File: config.mk
export PLATFORM = sky130hd
export DESIGN_NAME = emr_bank
export DESIGN_NICKNAME = d
export VERILOG_FILES = /design/src/emr_bank.v
export VERILOG_INCLUDE_DIRS = /design/src /design/src/inc
export SDC_FILE = /design/constraint.sdc
export NUM_CORES = 1
export LEC_CHECK = 0
export BUFFER_PORTS_ARGS = -buffer_cell sky130_fd_sc_hd__buf_2
export CAP_MARGIN = 20
export CORE_MARGIN = 2
export CORE_UTILIZATION = 60
export DETAILED_ROUTE_END_ITERATION = 6
export PLACE_DENSITY = 0.76
export SLEW_MARGIN = 0
export SYNTH_ARGS = -nofsm -noshare
export SYNTH_HDL_FRONTEND = slang
export SYNTH_SLANG_ARGS = --single-unit
File: constraint.sdc
create_clock -name clk_sys -period 3.47 [get_ports clk_sys]
set_clock_uncertainty 0.05 [all_clocks]
set_input_delay 0.694 -clock clk_sys [delete_from_list [all_inputs] [get_ports clk_sys]]
set_output_delay 0.694 -clock clk_sys [all_outputs]
set_load 0.02 [all_outputs]
File: src/inc/emr_consts.vh
// Register map constants for the eye monitor readout and tap override bank
// Assumes an 8-bit register port fed by an external SMBus slave front end
`ifndef EMR_CONSTS_VH
`define EMR_CONSTS_VH
`define EMR_A_RANGE_PWR   8'h11
`define EMR_A_TAP1        8'h12
`define EMR_A_MANUAL      8'h15
`define EMR_A_SLEW        8'h18
`define EMR_A_FEQ_PWR     8'h1E
`define EMR_A_OUT_POL     8'h1F
`define EMR_A_TAPS_LO     8'h20
`define EMR_A_TAPS_HI     8'h21
`define EMR_A_EYE_OV      8'h22
`define EMR_A_TAP_OV      8'h23
`define EMR_A_FAST        8'h24
`define EMR_A_CNT_HI      8'h25
`define EMR_A_CNT_LO      8'h26
`define EMR_A_LEQ_ADAPT   8'h2F
`define EMR_A_ADAPT_MODE  8'h31
`define EMR_A_LOCK_MON    8'h3E
`define EMR_A_OBS_FIRST   8'h71
`define EMR_A_OBS_TAP2    8'h72
`define EMR_A_OBS_TAP3    8'h73
`define EMR_A_OBS_TAP4    8'h74
`define EMR_A_OBS_LAST    8'h75
`define EMR_A_CHAN_SEL    8'hFF
`define EMR_B_EYE_PWR     5
`define EMR_B_FAST_EN     7
`define EMR_B_FAST_GO     1
`define EMR_B_FEQ_GO      2
`define EMR_B_LEQ_GO      0
`define EMR_B_TOP         7
`define EMR_B_TAP_OV      6
`define EMR_B_FEQ_PD      3
`define EMR_B_SLEW        2
`define EMR_R_RANGE_PWR   8'h20
`define EMR_R_TAP_OV      8'h40
`define EMR_R_LOCK_MON    8'h80
`define EMR_R_ADAPT_MODE  8'h40
`define EMR_R_ZERO        8'h00
`define EMR_JUNK_WORDS    2
`endif

File: src/emr_bank.v
// Per-channel register bank: eye readout, tap override, driver options
// Assumes an SMBus slave front end giving reg address, write strobe,
// read strobe (one pulse per byte) and a new-transaction marker.
// Operation
// - Channel select picks visible register set
// - Bits 7:6 of eye_range_power_tap_polarity choose range
// - Clear eye_range_power_tap_polarity bit 5 powers eye monitor
// - fast_eye_control bit 7 enables fast mode
// - fast_eye_control bit 1 starts sweep
// - Multi-byte reads of eye_count_upper stream data
// - Single-byte: upper at eye_count_upper, lower eye_count_lower
// - Next count loads after both bytes read
// - Sweep covers 64 by 64 offsets
// - lock_monitor_control bit 7 re-enables lock monitoring
// - Tap override bit resets to one
// - feedback_eq_power bit 3 powers down equalizer
// - manual_tap_enable bit 7 applies manual taps
// - first_tap_weight_polarity holds tap one weight, sign
// - Taps 2-5 weights at 0x20-0x21, polarities in eye_range_power_tap_polarity
// - Linear boost may readapt after lock loss
// - Modes 2,3 adapt on state machine reset
// - Set-then-clear fast_eye_control bit 2 adapts taps
// - 0x71-0x75 report live tap values
// - No better merit keeps starting taps
// - Set-then-clear linear_eq_adapt_control bit 0 adapts boost; here only leq_adapt_go pulses, leq_boost loads on leq_relock alone
// - driver_slew_control bit 2 selects slow slew
// - output_polarity_control bit 7 inverts output
`include "emr_consts.vh"
module emr_bank #(
    parameter NCH  = 2,
    parameter CW   = 16,
    parameter PW   = 6
) (
    input  wire          clk_sys,
    input  wire          resetn,
    // Register port from the bus front end
    input  wire [7:0]    reg_addr,
    input  wire [7:0]    reg_wdata,
    input  wire          reg_wr,
    input  wire          reg_rd,
    input  wire          reg_start,
    input  wire          multi_byte,
    // Eye counter and recovery logic
    input  wire [CW-1:0] eye_count_in,
    input  wire          eye_count_valid,
    input  wire          cdr_reset,
    input  wire          cdr_eye_power,
    // Equalizer adaptation engine
    input  wire          adapt_done,
    input  wire          adapt_better,
    input  wire [1:0]    leq_fallback_in,
    input  wire          leq_relock,
    input  wire [3:0]    leq_boost_in,
    input  wire [25:0]   tap_adapted,
    // Register read data
    output reg  [7:0]    reg_rdata,
    // Eye monitor controls
    output reg  [1:0]    eye_range,
    output reg           eye_power,
    output reg           sweep_active,
    output reg           sweep_step,
    output reg  [PW-1:0] phase_off,
    output reg  [PW-1:0] volt_off,
    // Equalizer and driver controls
    output reg           lock_mon_en,
    output reg           feq_powerdown,
    output reg  [25:0]   tap_applied,
    output reg           feq_adapt_go,
    output reg           leq_adapt_go,
    output reg  [3:0]    leq_boost,
    output reg           slow_slew,
    output reg           out_invert
);

    // Tap vector width: tap one has a five-bit weight, the rest four,
    // and every tap carries a sign bit just above its weight
    localparam TW = 26;

    // Words thrown away after a start; two words are the four junk bytes
    localparam [2:0] JUNK = `EMR_JUNK_WORDS;

    // Last cell of the sweep; the array is 64 phases by 64 voltages
    localparam [2*PW-1:0] LAST_PT = {2*PW{1'b1}};

    // Per-channel register storage, indexed by the selected channel
    reg [7:0] r11_q [0:NCH-1];
    reg [7:0] r12_q [0:NCH-1];
    reg [7:0] r15_q [0:NCH-1];
    reg [7:0] r18_q [0:NCH-1];
    reg [7:0] r1e_q [0:NCH-1];
    reg [7:0] r1f_q [0:NCH-1];
    reg [7:0] r20_q [0:NCH-1];
    reg [7:0] r21_q [0:NCH-1];
    reg [7:0] r22_q [0:NCH-1];
    reg [7:0] r23_q [0:NCH-1];
    reg [7:0] r24_q [0:NCH-1];
    reg [7:0] r2f_q [0:NCH-1];
    reg [7:0] r31_q [0:NCH-1];
    reg [7:0] r3e_q [0:NCH-1];
    // Taps in use per channel, manual or adapted
    reg [TW-1:0] tap_live_q [0:NCH-1];
    // Channel choice, shared by every channel's register set
    reg [7:0]  chan_q;

    // Read-out state of the fast eye sweep
    reg [CW-1:0] hold_q;
    reg [1:0]  rd_phase_q;
    reg        got_hi_q;
    reg        got_lo_q;
    reg        lo_pend_q;
    reg [2:0]  junk_q;
    // Adaptation trigger edges and starting taps
    reg        feq_prev_q;
    reg        leq_prev_q;
    reg        adapting_q;
    reg [TW-1:0] start_taps_q;

    // Sweep position; the upper half is phase, the lower voltage
    reg [2*PW-1:0] point_q;
    reg        full_q;
    integer    i;
    wire [0:0] ch;
    wire       wr_any;
    assign ch = chan_q[0];
    assign wr_any = reg_wr;

    // Observation and live tap values, tap one in the low six bits
    wire [TW-1:0] live;
    assign live = tap_live_q[ch];

    // Observation bytes, one per tap: sign in bit 7, weight below
    wire [7:0] obs1;
    wire [7:0] obs2;
    wire [7:0] obs3;
    wire [7:0] obs4;
    wire [7:0] obs5;
    assign obs1 = {live[5], 2'b00, live[4:0]};
    assign obs2 = {live[10], 3'b000, live[9:6]};
    assign obs3 = {live[15], 3'b000, live[14:11]};
    assign obs4 = {live[20], 3'b000, live[19:16]};
    assign obs5 = {live[25], 3'b000, live[24:21]};

    // Register writes; channel select retargets later accesses
    always @(posedge clk_sys or negedge resetn) begin
        if (!resetn) begin
            chan_q <= 8'h00;
            for (i = 0; i < NCH; i = i + 1) begin
                r11_q[i] <= `EMR_R_RANGE_PWR;
                r12_q[i] <= `EMR_R_ZERO;
                r15_q[i] <= `EMR_R_ZERO;
                r18_q[i] <= `EMR_R_ZERO;
                r1e_q[i] <= `EMR_R_ZERO;
                r1f_q[i] <= `EMR_R_ZERO;
                r20_q[i] <= `EMR_R_ZERO;
                r21_q[i] <= `EMR_R_ZERO;
                r22_q[i] <= `EMR_R_ZERO;
                r23_q[i] <= `EMR_R_TAP_OV;
                r24_q[i] <= `EMR_R_ZERO;
                r2f_q[i] <= `EMR_R_ZERO;
                r31_q[i] <= `EMR_R_ADAPT_MODE;
                r3e_q[i] <= `EMR_R_LOCK_MON;
            end
        end else if (wr_any) begin
            // Writes land in the selected channel's set only; channel select is shared
            case (reg_addr)
                `EMR_A_CHAN_SEL:  chan_q <= reg_wdata;
                `EMR_A_RANGE_PWR: r11_q[ch] <= reg_wdata;
                `EMR_A_TAP1:      r12_q[ch] <= reg_wdata;
                `EMR_A_MANUAL:    r15_q[ch] <= reg_wdata;
                `EMR_A_SLEW:      r18_q[ch] <= reg_wdata;
                `EMR_A_FEQ_PWR:   r1e_q[ch] <= reg_wdata;
                `EMR_A_OUT_POL:   r1f_q[ch] <= reg_wdata;
                `EMR_A_TAPS_LO:   r20_q[ch] <= reg_wdata;
                `EMR_A_TAPS_HI:   r21_q[ch] <= reg_wdata;
                `EMR_A_EYE_OV:    r22_q[ch] <= reg_wdata;
                `EMR_A_TAP_OV:    r23_q[ch] <= reg_wdata;
                `EMR_A_FAST:      r24_q[ch] <= reg_wdata;
                `EMR_A_LEQ_ADAPT: r2f_q[ch] <= reg_wdata;
                `EMR_A_ADAPT_MODE: r31_q[ch] <= reg_wdata;
                `EMR_A_LOCK_MON:  r3e_q[ch] <= reg_wdata;
                default: ;
            endcase
        end
    end

    // Manual tap vector from the weight and polarity registers
    // Each tap keeps its sign just above its weight
    wire [TW-1:0] manual_taps;
    assign manual_taps = {r11_q[ch][3], r21_q[ch][7:4],
                          r11_q[ch][2], r21_q[ch][3:0],
                          r11_q[ch][1], r20_q[ch][7:4],
                          r11_q[ch][0], r20_q[ch][3:0],
                          r12_q[ch][7], r12_q[ch][4:0]};

    // Adaptation triggers: falling edge of host bits, or for taps only a reset in mode 2/3
    wire feq_bit;
    wire leq_bit;
    wire auto_feq;
    assign feq_bit  = r24_q[ch][`EMR_B_FEQ_GO];
    assign leq_bit  = r2f_q[ch][`EMR_B_LEQ_GO];
    assign auto_feq = cdr_reset & r31_q[ch][6];
    always @(posedge clk_sys or negedge resetn) begin
        if (!resetn) begin
            feq_prev_q   <= 1'b0;
            leq_prev_q   <= 1'b0;
            feq_adapt_go <= 1'b0;
            leq_adapt_go <= 1'b0;
            adapting_q   <= 1'b0;
            start_taps_q <= {TW{1'b0}};
            leq_boost    <= 4'h0;
            for (i = 0; i < NCH; i = i + 1)
                tap_live_q[i] <= {TW{1'b0}};
        end else begin
            feq_prev_q   <= feq_bit;
            leq_prev_q   <= leq_bit;
            feq_adapt_go <= (feq_prev_q & ~feq_bit) | auto_feq;
            leq_adapt_go <= leq_prev_q & ~leq_bit;
            // Snapshot taps so a fruitless search can fall back
            if (feq_adapt_go) begin
                adapting_q   <= 1'b1;
                start_taps_q <= manual_taps;
            end else if (adapting_q && adapt_done) begin
                adapting_q <= 1'b0;
                // Keep the start point unless the search improved
                tap_live_q[ch] <= adapt_better ? tap_adapted
                                               : start_taps_q;
            end else if (!adapting_q && r15_q[ch][`EMR_B_TOP]) begin
                tap_live_q[ch] <= manual_taps;
            end
            // Boost may move on its own after a lock loss
            if (leq_relock)
                leq_boost <= leq_boost_in;
            else if (leq_adapt_go && leq_fallback_in == 2'b00)
                leq_boost <= leq_boost;
        end
    end

    // Fast eye sweep: stepping through 64x64 points, two bytes each
    wire fast_en;
    wire go_wr;
    wire rd_hi;
    wire rd_lo;
    assign fast_en = r24_q[ch][`EMR_B_FAST_EN];
    assign go_wr = wr_any && reg_addr == `EMR_A_FAST &&
                   reg_wdata[`EMR_B_FAST_GO] &&
                   reg_wdata[`EMR_B_FAST_EN];
    assign rd_hi = reg_rd && reg_addr == `EMR_A_CNT_HI;
    assign rd_lo = reg_rd && reg_addr == `EMR_A_CNT_LO;
    always @(posedge clk_sys or negedge resetn) begin
        if (!resetn) begin
            sweep_active <= 1'b0;
            sweep_step   <= 1'b0;
            point_q      <= {2*PW{1'b0}};
            hold_q       <= {CW{1'b0}};
            got_hi_q     <= 1'b0;
            got_lo_q     <= 1'b0;
            lo_pend_q    <= 1'b0;
            junk_q       <= 3'd0;
            full_q       <= 1'b0;
            rd_phase_q   <= 2'd0;
        end else begin
            sweep_step <= 1'b0;
            // A start drops any half-read word
            if (go_wr) begin
                sweep_active <= 1'b1;
                point_q      <= {2*PW{1'b0}};
                hold_q       <= {CW{1'b0}};
                got_hi_q     <= 1'b0;
                got_lo_q     <= 1'b0;
                lo_pend_q    <= 1'b0;
                junk_q       <= JUNK;
                full_q       <= 1'b0;
            end else if (!fast_en) begin
                sweep_active <= 1'b0;
            end else if (sweep_active) begin
                // Second eye_count_upper read of a word returns its low byte
                if (rd_hi && multi_byte && lo_pend_q) begin
                    lo_pend_q <= 1'b0;
                    got_lo_q  <= 1'b1;
                end else if (rd_hi) begin
                    got_hi_q  <= 1'b1;
                    lo_pend_q <= multi_byte;
                    sweep_step <= 1'b1;
                end else if (rd_lo) begin
                    got_lo_q <= 1'b1;
                end
                // New count only after both halves were taken
                if (got_hi_q && got_lo_q && eye_count_valid && !full_q) begin
                    hold_q   <= eye_count_in;
                    got_hi_q <= 1'b0;
                    got_lo_q <= 1'b0;
                    if (junk_q != 3'd0)
                        junk_q <= junk_q - 3'd1;
                    else if (point_q == LAST_PT)
                        full_q <= 1'b1;
                    else
                        point_q <= point_q + 1'b1;
                end
                if (reg_start)
                    rd_phase_q <= 2'd0;
            end
        end
    end

    // Read mux; observation registers show the live tap state
    always @(posedge clk_sys or negedge resetn) begin
        if (!resetn) begin
            reg_rdata <= 8'h00;
        end else if (reg_rd) begin
            case (reg_addr)
                `EMR_A_CHAN_SEL:   reg_rdata <= chan_q;
                `EMR_A_RANGE_PWR:  reg_rdata <= r11_q[ch];
                `EMR_A_TAP1:       reg_rdata <= r12_q[ch];
                `EMR_A_MANUAL:     reg_rdata <= r15_q[ch];
                `EMR_A_SLEW:       reg_rdata <= r18_q[ch];
                `EMR_A_FEQ_PWR:    reg_rdata <= r1e_q[ch];
                `EMR_A_OUT_POL:    reg_rdata <= r1f_q[ch];
                `EMR_A_TAPS_LO:    reg_rdata <= r20_q[ch];
                `EMR_A_TAPS_HI:    reg_rdata <= r21_q[ch];
                `EMR_A_EYE_OV:     reg_rdata <= r22_q[ch];
                `EMR_A_TAP_OV:     reg_rdata <= r23_q[ch];
                `EMR_A_FAST:       reg_rdata <= r24_q[ch];
                // Multi-byte mode folds the low byte into eye_count_upper
                `EMR_A_CNT_HI:     reg_rdata <= (multi_byte && lo_pend_q)
                                                ? hold_q[7:0]
                                                : hold_q[15:8];
                `EMR_A_CNT_LO:     reg_rdata <= hold_q[7:0];
                `EMR_A_LEQ_ADAPT:  reg_rdata <= r2f_q[ch];
                `EMR_A_ADAPT_MODE: reg_rdata <= r31_q[ch];
                `EMR_A_LOCK_MON:   reg_rdata <= r3e_q[ch];
                // Tap observation bytes follow the live taps
                `EMR_A_OBS_FIRST:  reg_rdata <= obs1;
                `EMR_A_OBS_TAP2:   reg_rdata <= obs2;
                `EMR_A_OBS_TAP3:   reg_rdata <= obs3;
                `EMR_A_OBS_TAP4:   reg_rdata <= obs4;
                `EMR_A_OBS_LAST:   reg_rdata <= obs5;
                default:           reg_rdata <= 8'h00;
            endcase
        end
    end

    // Controls driven to the analog side of the selected channel
    always @(posedge clk_sys or negedge resetn) begin
        if (!resetn) begin
            eye_range     <= 2'b00;
            eye_power     <= 1'b0;
            phase_off     <= {PW{1'b0}};
            volt_off      <= {PW{1'b0}};
            lock_mon_en   <= 1'b1;
            feq_powerdown <= 1'b0;
            tap_applied   <= {TW{1'b0}};
            slow_slew     <= 1'b0;
            out_invert    <= 1'b0;
        end else begin
            eye_range   <= r11_q[ch][7:6];
            // Cleared bit forces power; set bit defers to recovery logic
            eye_power   <= ~r11_q[ch][`EMR_B_EYE_PWR] |
                           cdr_eye_power;
            // Offsets of the current sweep point
            phase_off   <= point_q[2*PW-1:PW];
            volt_off    <= point_q[PW-1:0];
            lock_mon_en <= r3e_q[ch][`EMR_B_TOP];
            feq_powerdown <= r1e_q[ch][`EMR_B_FEQ_PD];
            // Powered-down equalizer sees zero taps
            tap_applied <= r1e_q[ch][`EMR_B_FEQ_PD] ? {TW{1'b0}}
                                                    : live;
            // Driver options
            slow_slew   <= r18_q[ch][`EMR_B_SLEW];
            out_invert  <= r1f_q[ch][`EMR_B_TOP];
        end
    end
endmodule

Yosys cells after proc, flatten, opt, wreduce, memory -nomap -nowiden
Cells that the tools add are included. W data, S select, Z words.

Bitwise gates (word level): 10. Equality and inequality tests: 28. Mux-type cells: 119. Add/subtract/negate cells: 2. Order comparisons: 2. Reductions and logical operators: 50.

Operators with widths (count): $mux W8 (44); $bwmux W16 (14); $pmux W8 S22 (1); $mux W26 (6); $bwmux W52 (2); $mux W52 (2); $eq A8 B6 Y1 const B (10); $mux W12 (6); $mux W16 (4); $eq A8 B5 Y1 const B (6); $eq A8 B7 Y1 const B (5); $mux W1 (33); $reduce_and A2 Y1 (16); $demux W26 S1 (1); $mux W3 (5); $logic_and A1 B1 Y1 (14); $reduce_bool A2 Y1 (7); $add A12 B1 Y12 const B (1); $eq A12 B12 Y1 const B (1); $reduce_and A4 Y1 (3); $reduce_and A5 Y1 (2); $reduce_bool A3 Y1 (3); $demux W8 S1 (1); $eq A8 B8 Y1 const B (1); 14 further kinds (23).

Output and inout port bits: 61. Word-level logic and storage cells: 268. Flip-flop bits (word level): 409.

Logic depth before layout (Yosys ltp)
Word-level depth: 9. Depth in mapped cells: 10. Depth with buffers taken out: 7.

Worst setup path before layout
Ideal clock, no wire load.

Path type: input to register. Start: input reg_addr[6]. End: register r18_q[10] in the netlist's numbering. Stages on the path: 6. Path slack: 1.019 ns. Path buffers: 3. Data required time: 3.295 ns. Setup time: 0.125 ns. Arrival: 2.276 ns. Cell sequence: buf_2 or4b_1 buf_2 or3_1 buf_6 mux2_4.

Word-level cells in the longest chain between the ends: 2.

Ends and longest elaborated chain: start, declared (RTL line emr_bank.v:37) `input wire [7:0] reg_addr,`; $eq A8 B5 Y1 (RTL line emr_bank.v:165) `case (reg_addr)`; $reduce_and A2 Y1 (no source line); end signal, assigned by index (RTL line emr_bank.v:151) `` r18_q[i] <= `EMR_R_ZERO; ``; end signal, assigned by index (RTL line emr_bank.v:170) `` `EMR_A_SLEW: r18_q[ch] <= reg_wdata; ``; end, declared (RTL line emr_bank.v:89) `reg [7:0] r18_q [0:NCH-1];`.

Every way passes these cells. A chain may end at the register's enable or synchronous reset.

Final worst setup path
Start: register chan_q[0]. End: register reg_rdata[2].

Word-level cells in the longest chain between the ends: 5. Elaborated cells on any way between the ends: 47.

Ends and longest elaborated chain: start, declared (RTL line emr_bank.v:103) `reg [7:0] chan_q;`; start signal, assigned (RTL line emr_bank.v:166) `` `EMR_A_CHAN_SEL: chan_q <= reg_wdata; ``; $not A1 Y2 (implied by the code) *; $mux W26 (implied by the code), or another cell as far along (3 in series) (RTL line emr_bank.v:129) `assign live = tap_live_q[ch];`; $pmux W8 S22 * (RTL line emr_bank.v:310) `case (reg_addr)`; end signal, assigned (RTL line emr_bank.v:311) `` `EMR_A_CHAN_SEL: reg_rdata <= chan_q; ``; end signal, assigned (RTL line emr_bank.v:312) `` `EMR_A_RANGE_PWR: reg_rdata <= r11_q[ch]; ``; end signal, assigned (RTL line emr_bank.v:313) `` `EMR_A_TAP1: reg_rdata <= r12_q[ch]; ``; end, declared (RTL line emr_bank.v:56) `output reg [7:0] reg_rdata,`.

Every way passes the cells marked *; elsewhere a longest branch is shown, timed or not. The select of a mux whose other input is x is not followed.

==> metrics.md <==
| Metric | Value |
|---|---|
| Die footprint | 32,880 sq um |
| Largest net degree at the start of global routing | 107 |
| CP endpoint kind | flip-flop |
| Cells after Synth | 1,593 |
| Min cycle time layout | 2.974 ns |
| Largest family of logic cells by synthesized area | multiplexers |
| Synthesized flop and latch total | 409 |
| CTS resizes | 0 |
| Crit path buf inv count | 2 |
| Synth Area in Simple Gates | 9.165% |
| Final Slew Violations | 0 |
| Drt total wl | 51.74 mm |
| Total track usage | 31.97% |
| # diodes | 0 |
| Share of the synthesized area in the top cell type | 53.05% |
| H-tree lvl count | 2 |
| Clock Power Share | 41.6% |
| Crit path max-delay cell type | dfrtp_4 |
| Critical path arrival | 3.31 ns |
| Synth unique cells | 67 |
| Synth Area in Compound Gates | 8.402% |
| P_sw | 2.866 mW |
| Max FO, Critical Path | 31 |
| Setup slack, reg-to-reg | 0.50 ns |
| Final setup TNS | 0 ns |
| Area contributors post-synth | dfrtp_1, mux2_2, mux2i_1, o21ai_0, nand2_1 |
| Period utilization | 85.70% |
| Adder-cell share of the synthesized area | 0.1990% |
| Clock sink count | 409 |
| Combinational share of power | 11.4% |
| Share of cells above drive strength 1 | 31.76% |
| Synth area leader | dfrtp_1 |
| Post-synth top flop | dfrtp_1 |
| Crit path largest cell delay | 0.65 ns |
| First-pass GRT wire length | 80.05 mm |
| Buffers on Ports | 133 |
| Clock Tree Buf Depth | 3 |
| Worst Tran Pin Value | 0.9448 ns |
| Ports | 137 |
| Hold Crit Class | input port to async pin |
| CTS tree | done |
| Yosys warns | 0 |
| Register Area | 10,250 sq um |
| Nets | 1,801 |
| Core Area | 30,750 sq um |
| Post-Synth XOR/XNOR Area | 0.5106% |
| DRC viols | 0 |
| Clock transition at path regs | 0.07 ns |
| Initial antenna violation count | 1 |
| Multi-input logic area | 8014 sq um |
| Reg power frac | 47.0% |
| Starting DRT DRC Count | 1,215 |
| Grt ovf | 0 |
| Area Growth Syn to Fin | 14.40% |
| Num CTS Buffers | 43 |
| Int Pwr | 8.510 mW |
| Post-synth net total | 1,672 |
| DP HPWL | 35.39 mm |
| Status | finished, final reports clean |
| CP cell instances | buf_12 > buf_12 > mux2i_1 > o22ai_1 > o21ai_0 > nand2_1 > a2111oi_0 > o22ai_1 |
| Final hold vios | 0 |
| Cell Area, Synth | 18,870 sq um |
| Postcts setup bufs | 0 |
| Post-route ant nets | 0 |
| DR vias/cell | 6.240 |
| Average wire per standard cell | 24.06 um |
| CTS Hold Buffers Added | 0 |
| FFs w/ async S/R, synth | 100.0% |
| Total Power | 11.38 mW |
| Slew HR | 37.02% |
| DRT Pass-1 Iters | 7 |
| CP delay by family, top | compound AO/OA/AOI/OAI gates |
| Sw frac | 25.19% |
| Initial Util | 61.36% |
| Worst VDD drop | 0.0004216 V |
| Sequential fraction of the synthesis area | 54.31% |
| Root Driver | clkbuf_16 |
| Row count | 64 |
| Clock Latency Late Sink | 0.54 ns |
| Die H | 181.3 um |
| Number of synthesized flops with an enable pin | 0 |
| Leak pwr | 10.16 nW |
| Startpoint types | flip-flop |
| CP required | 3.81 ns |
| # fillers | 2,222 |
| Chip width | 181.3 um |
| Vias in the first global route | 13,300 |
| Avg Synthesized Cell Area | 11.84 sq um |
| CP Class | flip-flop to flip-flop |
| Post-synthesis mux area share | 24.19% |
| Pwr dens | 527.1 nW/um^2 |
| Final Wtd Congestion | 0.9524 |
| Vias post-DR | 13,420 |
| Final setup viols | 0 |
| RSZ-0062 raised after global routing | false |
| Highest clock rate | 0.3363 GHz |
| Number of max-cap violations | 0 |
## cell usage in the layout, fill, tap and decap left out, types with 4 or more instances in the layout
cell,count
dfrtp_1,398
mux2_2,232
mux2i_1,171
buf_2,132
o21ai_0,127
nand2_1,118
nor2_1,107
o22ai_1,61
buf_4,56
clkbuf_16,45
a21oi_1,43
inv_1,17
mux2_4,16
nand3_1,16
nor3_1,15
nor2_2,10
clkbuf_1,10
buf_12,10
nand2b_1,9
a22oi_1,9
clkinv_2,9
dfstp_2,9
nand4_1,7
clkbuf_8,7
or4b_1,6
or3_1,6
xor2_1,6
and3_1,5
nor2_4,5
xnor2_1,5
bufinv_16,5
nor3b_1,4
a211oi_1,4
a221oi_1,4
## through the flow
stage               cells  area (sq um)  hold WS, ns  utilization (%)  setup WS (ns)
floorplan            1593         18870       0.3421                -          1.019
global placement     2073         20120       0.3586            65.43         0.4489
detailed placement   2073         20120       0.3731            65.43         0.3700
CTS                  2150         21580       0.2202            70.19         0.5912
global route         2150         21580       0.2640            70.19         0.3189
finish               2150         21580       0.1914            70.19         0.4963
## cell usage after synthesis, drive strengths merged (17+ instances only)
cell type / count
dfrtp: 400
mux2: 248
mux2i: 171
o21ai: 128
nor2: 122
nand2: 118
clkbuf: 62
o22ai: 61
buf: 53
a21oi: 43
nor3: 20
nand3: 18
inv: 17
## worst paths after layout
check	startpoint	endpoint	cells after the start
worst min register to register	point_q[6]$_DFFE_PN0P_	phase_off[0]$_DFF_PN0_	0
min in group clk_sys	cdr_eye_power	eye_power$_DFF_PN0_	2
worst min-delay path	resetn	r3e_q[9]$_DFFE_PN0P_	1
max in group asynchronous	resetn	r12_q[2]$_DFFE_PN0P_	2
worst max-delay path	chan_q[0]$_DFFE_PN0P_	reg_rdata[2]$_DFFE_PN0P_	8
worst max register to register	chan_q[0]$_DFFE_PN0P_	reg_rdata[2]$_DFFE_PN0P_	8
## layout make-up
| cell class | count | area share (%) |
|---|---|---|
| inverters | 17 | 0.2957 |
| flip-flops and latches | 409 | 47.50 |
| clock buffers | 62 | 5.838 |
| clock inverters | 15 | 0.9391 |
| multi-input cells | 1052 | 37.13 |
| repair buffers | 199 | 6.006 |
| well taps | 396 | 2.296 |
## state kept, by name (all words and copies together) (netlist names), 8 cells and up
signal / flops
point_q: 12
tap_applied: 26
r21_q: 16
hold_q: 16
tap_live_q: 52
r20_q: 16
r23_q: 16
reg_rdata: 8
r2f_q: 16
r24_q: 16
r31_q: 16
r15_q: 16
r18_q: 16
start_taps_q: 26
r1e_q: 16
chan_q: 8
r1f_q: 16
r3e_q: 16
r22_q: 16
r12_q: 16
r11_q: 16
## power groups by stage
stage | Sequential [mW] | Clock (mW) | Combinational (mW)
4_1_cts | 5.35 | 4.78 | 1.29
3_5_place_dp | 5.43 | 0 | 1.28
3_3_place_gp | 5.41 | 0 | 1.25
6_report | 5.35 | 4.73 | 1.29
2_1_floorplan | 5.48 | 0 | 0.688
5_1_grt | 5.39 | 4.98 | 1.42
## cells by family (layout without fill, tap and decap cells)
kind of cell               count (synthesis)  count (layout)
buffers and inverters                    132             293
AOI/OAI and AO/OA                        275             275
adders and majority gates                  3               3
xor gates and xnor gates                  11              11
muxes                                    419             419
DFF                                      409             409
and+or+nand+nor                          344             344
## metal layers
layer / up-vias / track usage, % / wire, um
met4: 0 / 13.59 / 2394
met5: - / 0 / 0
met2: 540 / 48.95 / 23150
met1: 6801 / 45.80 / 22410
li1: 5945 / - / -
met3: 130 / 5.019 / 3775
(Power assumes the default switching activity.)
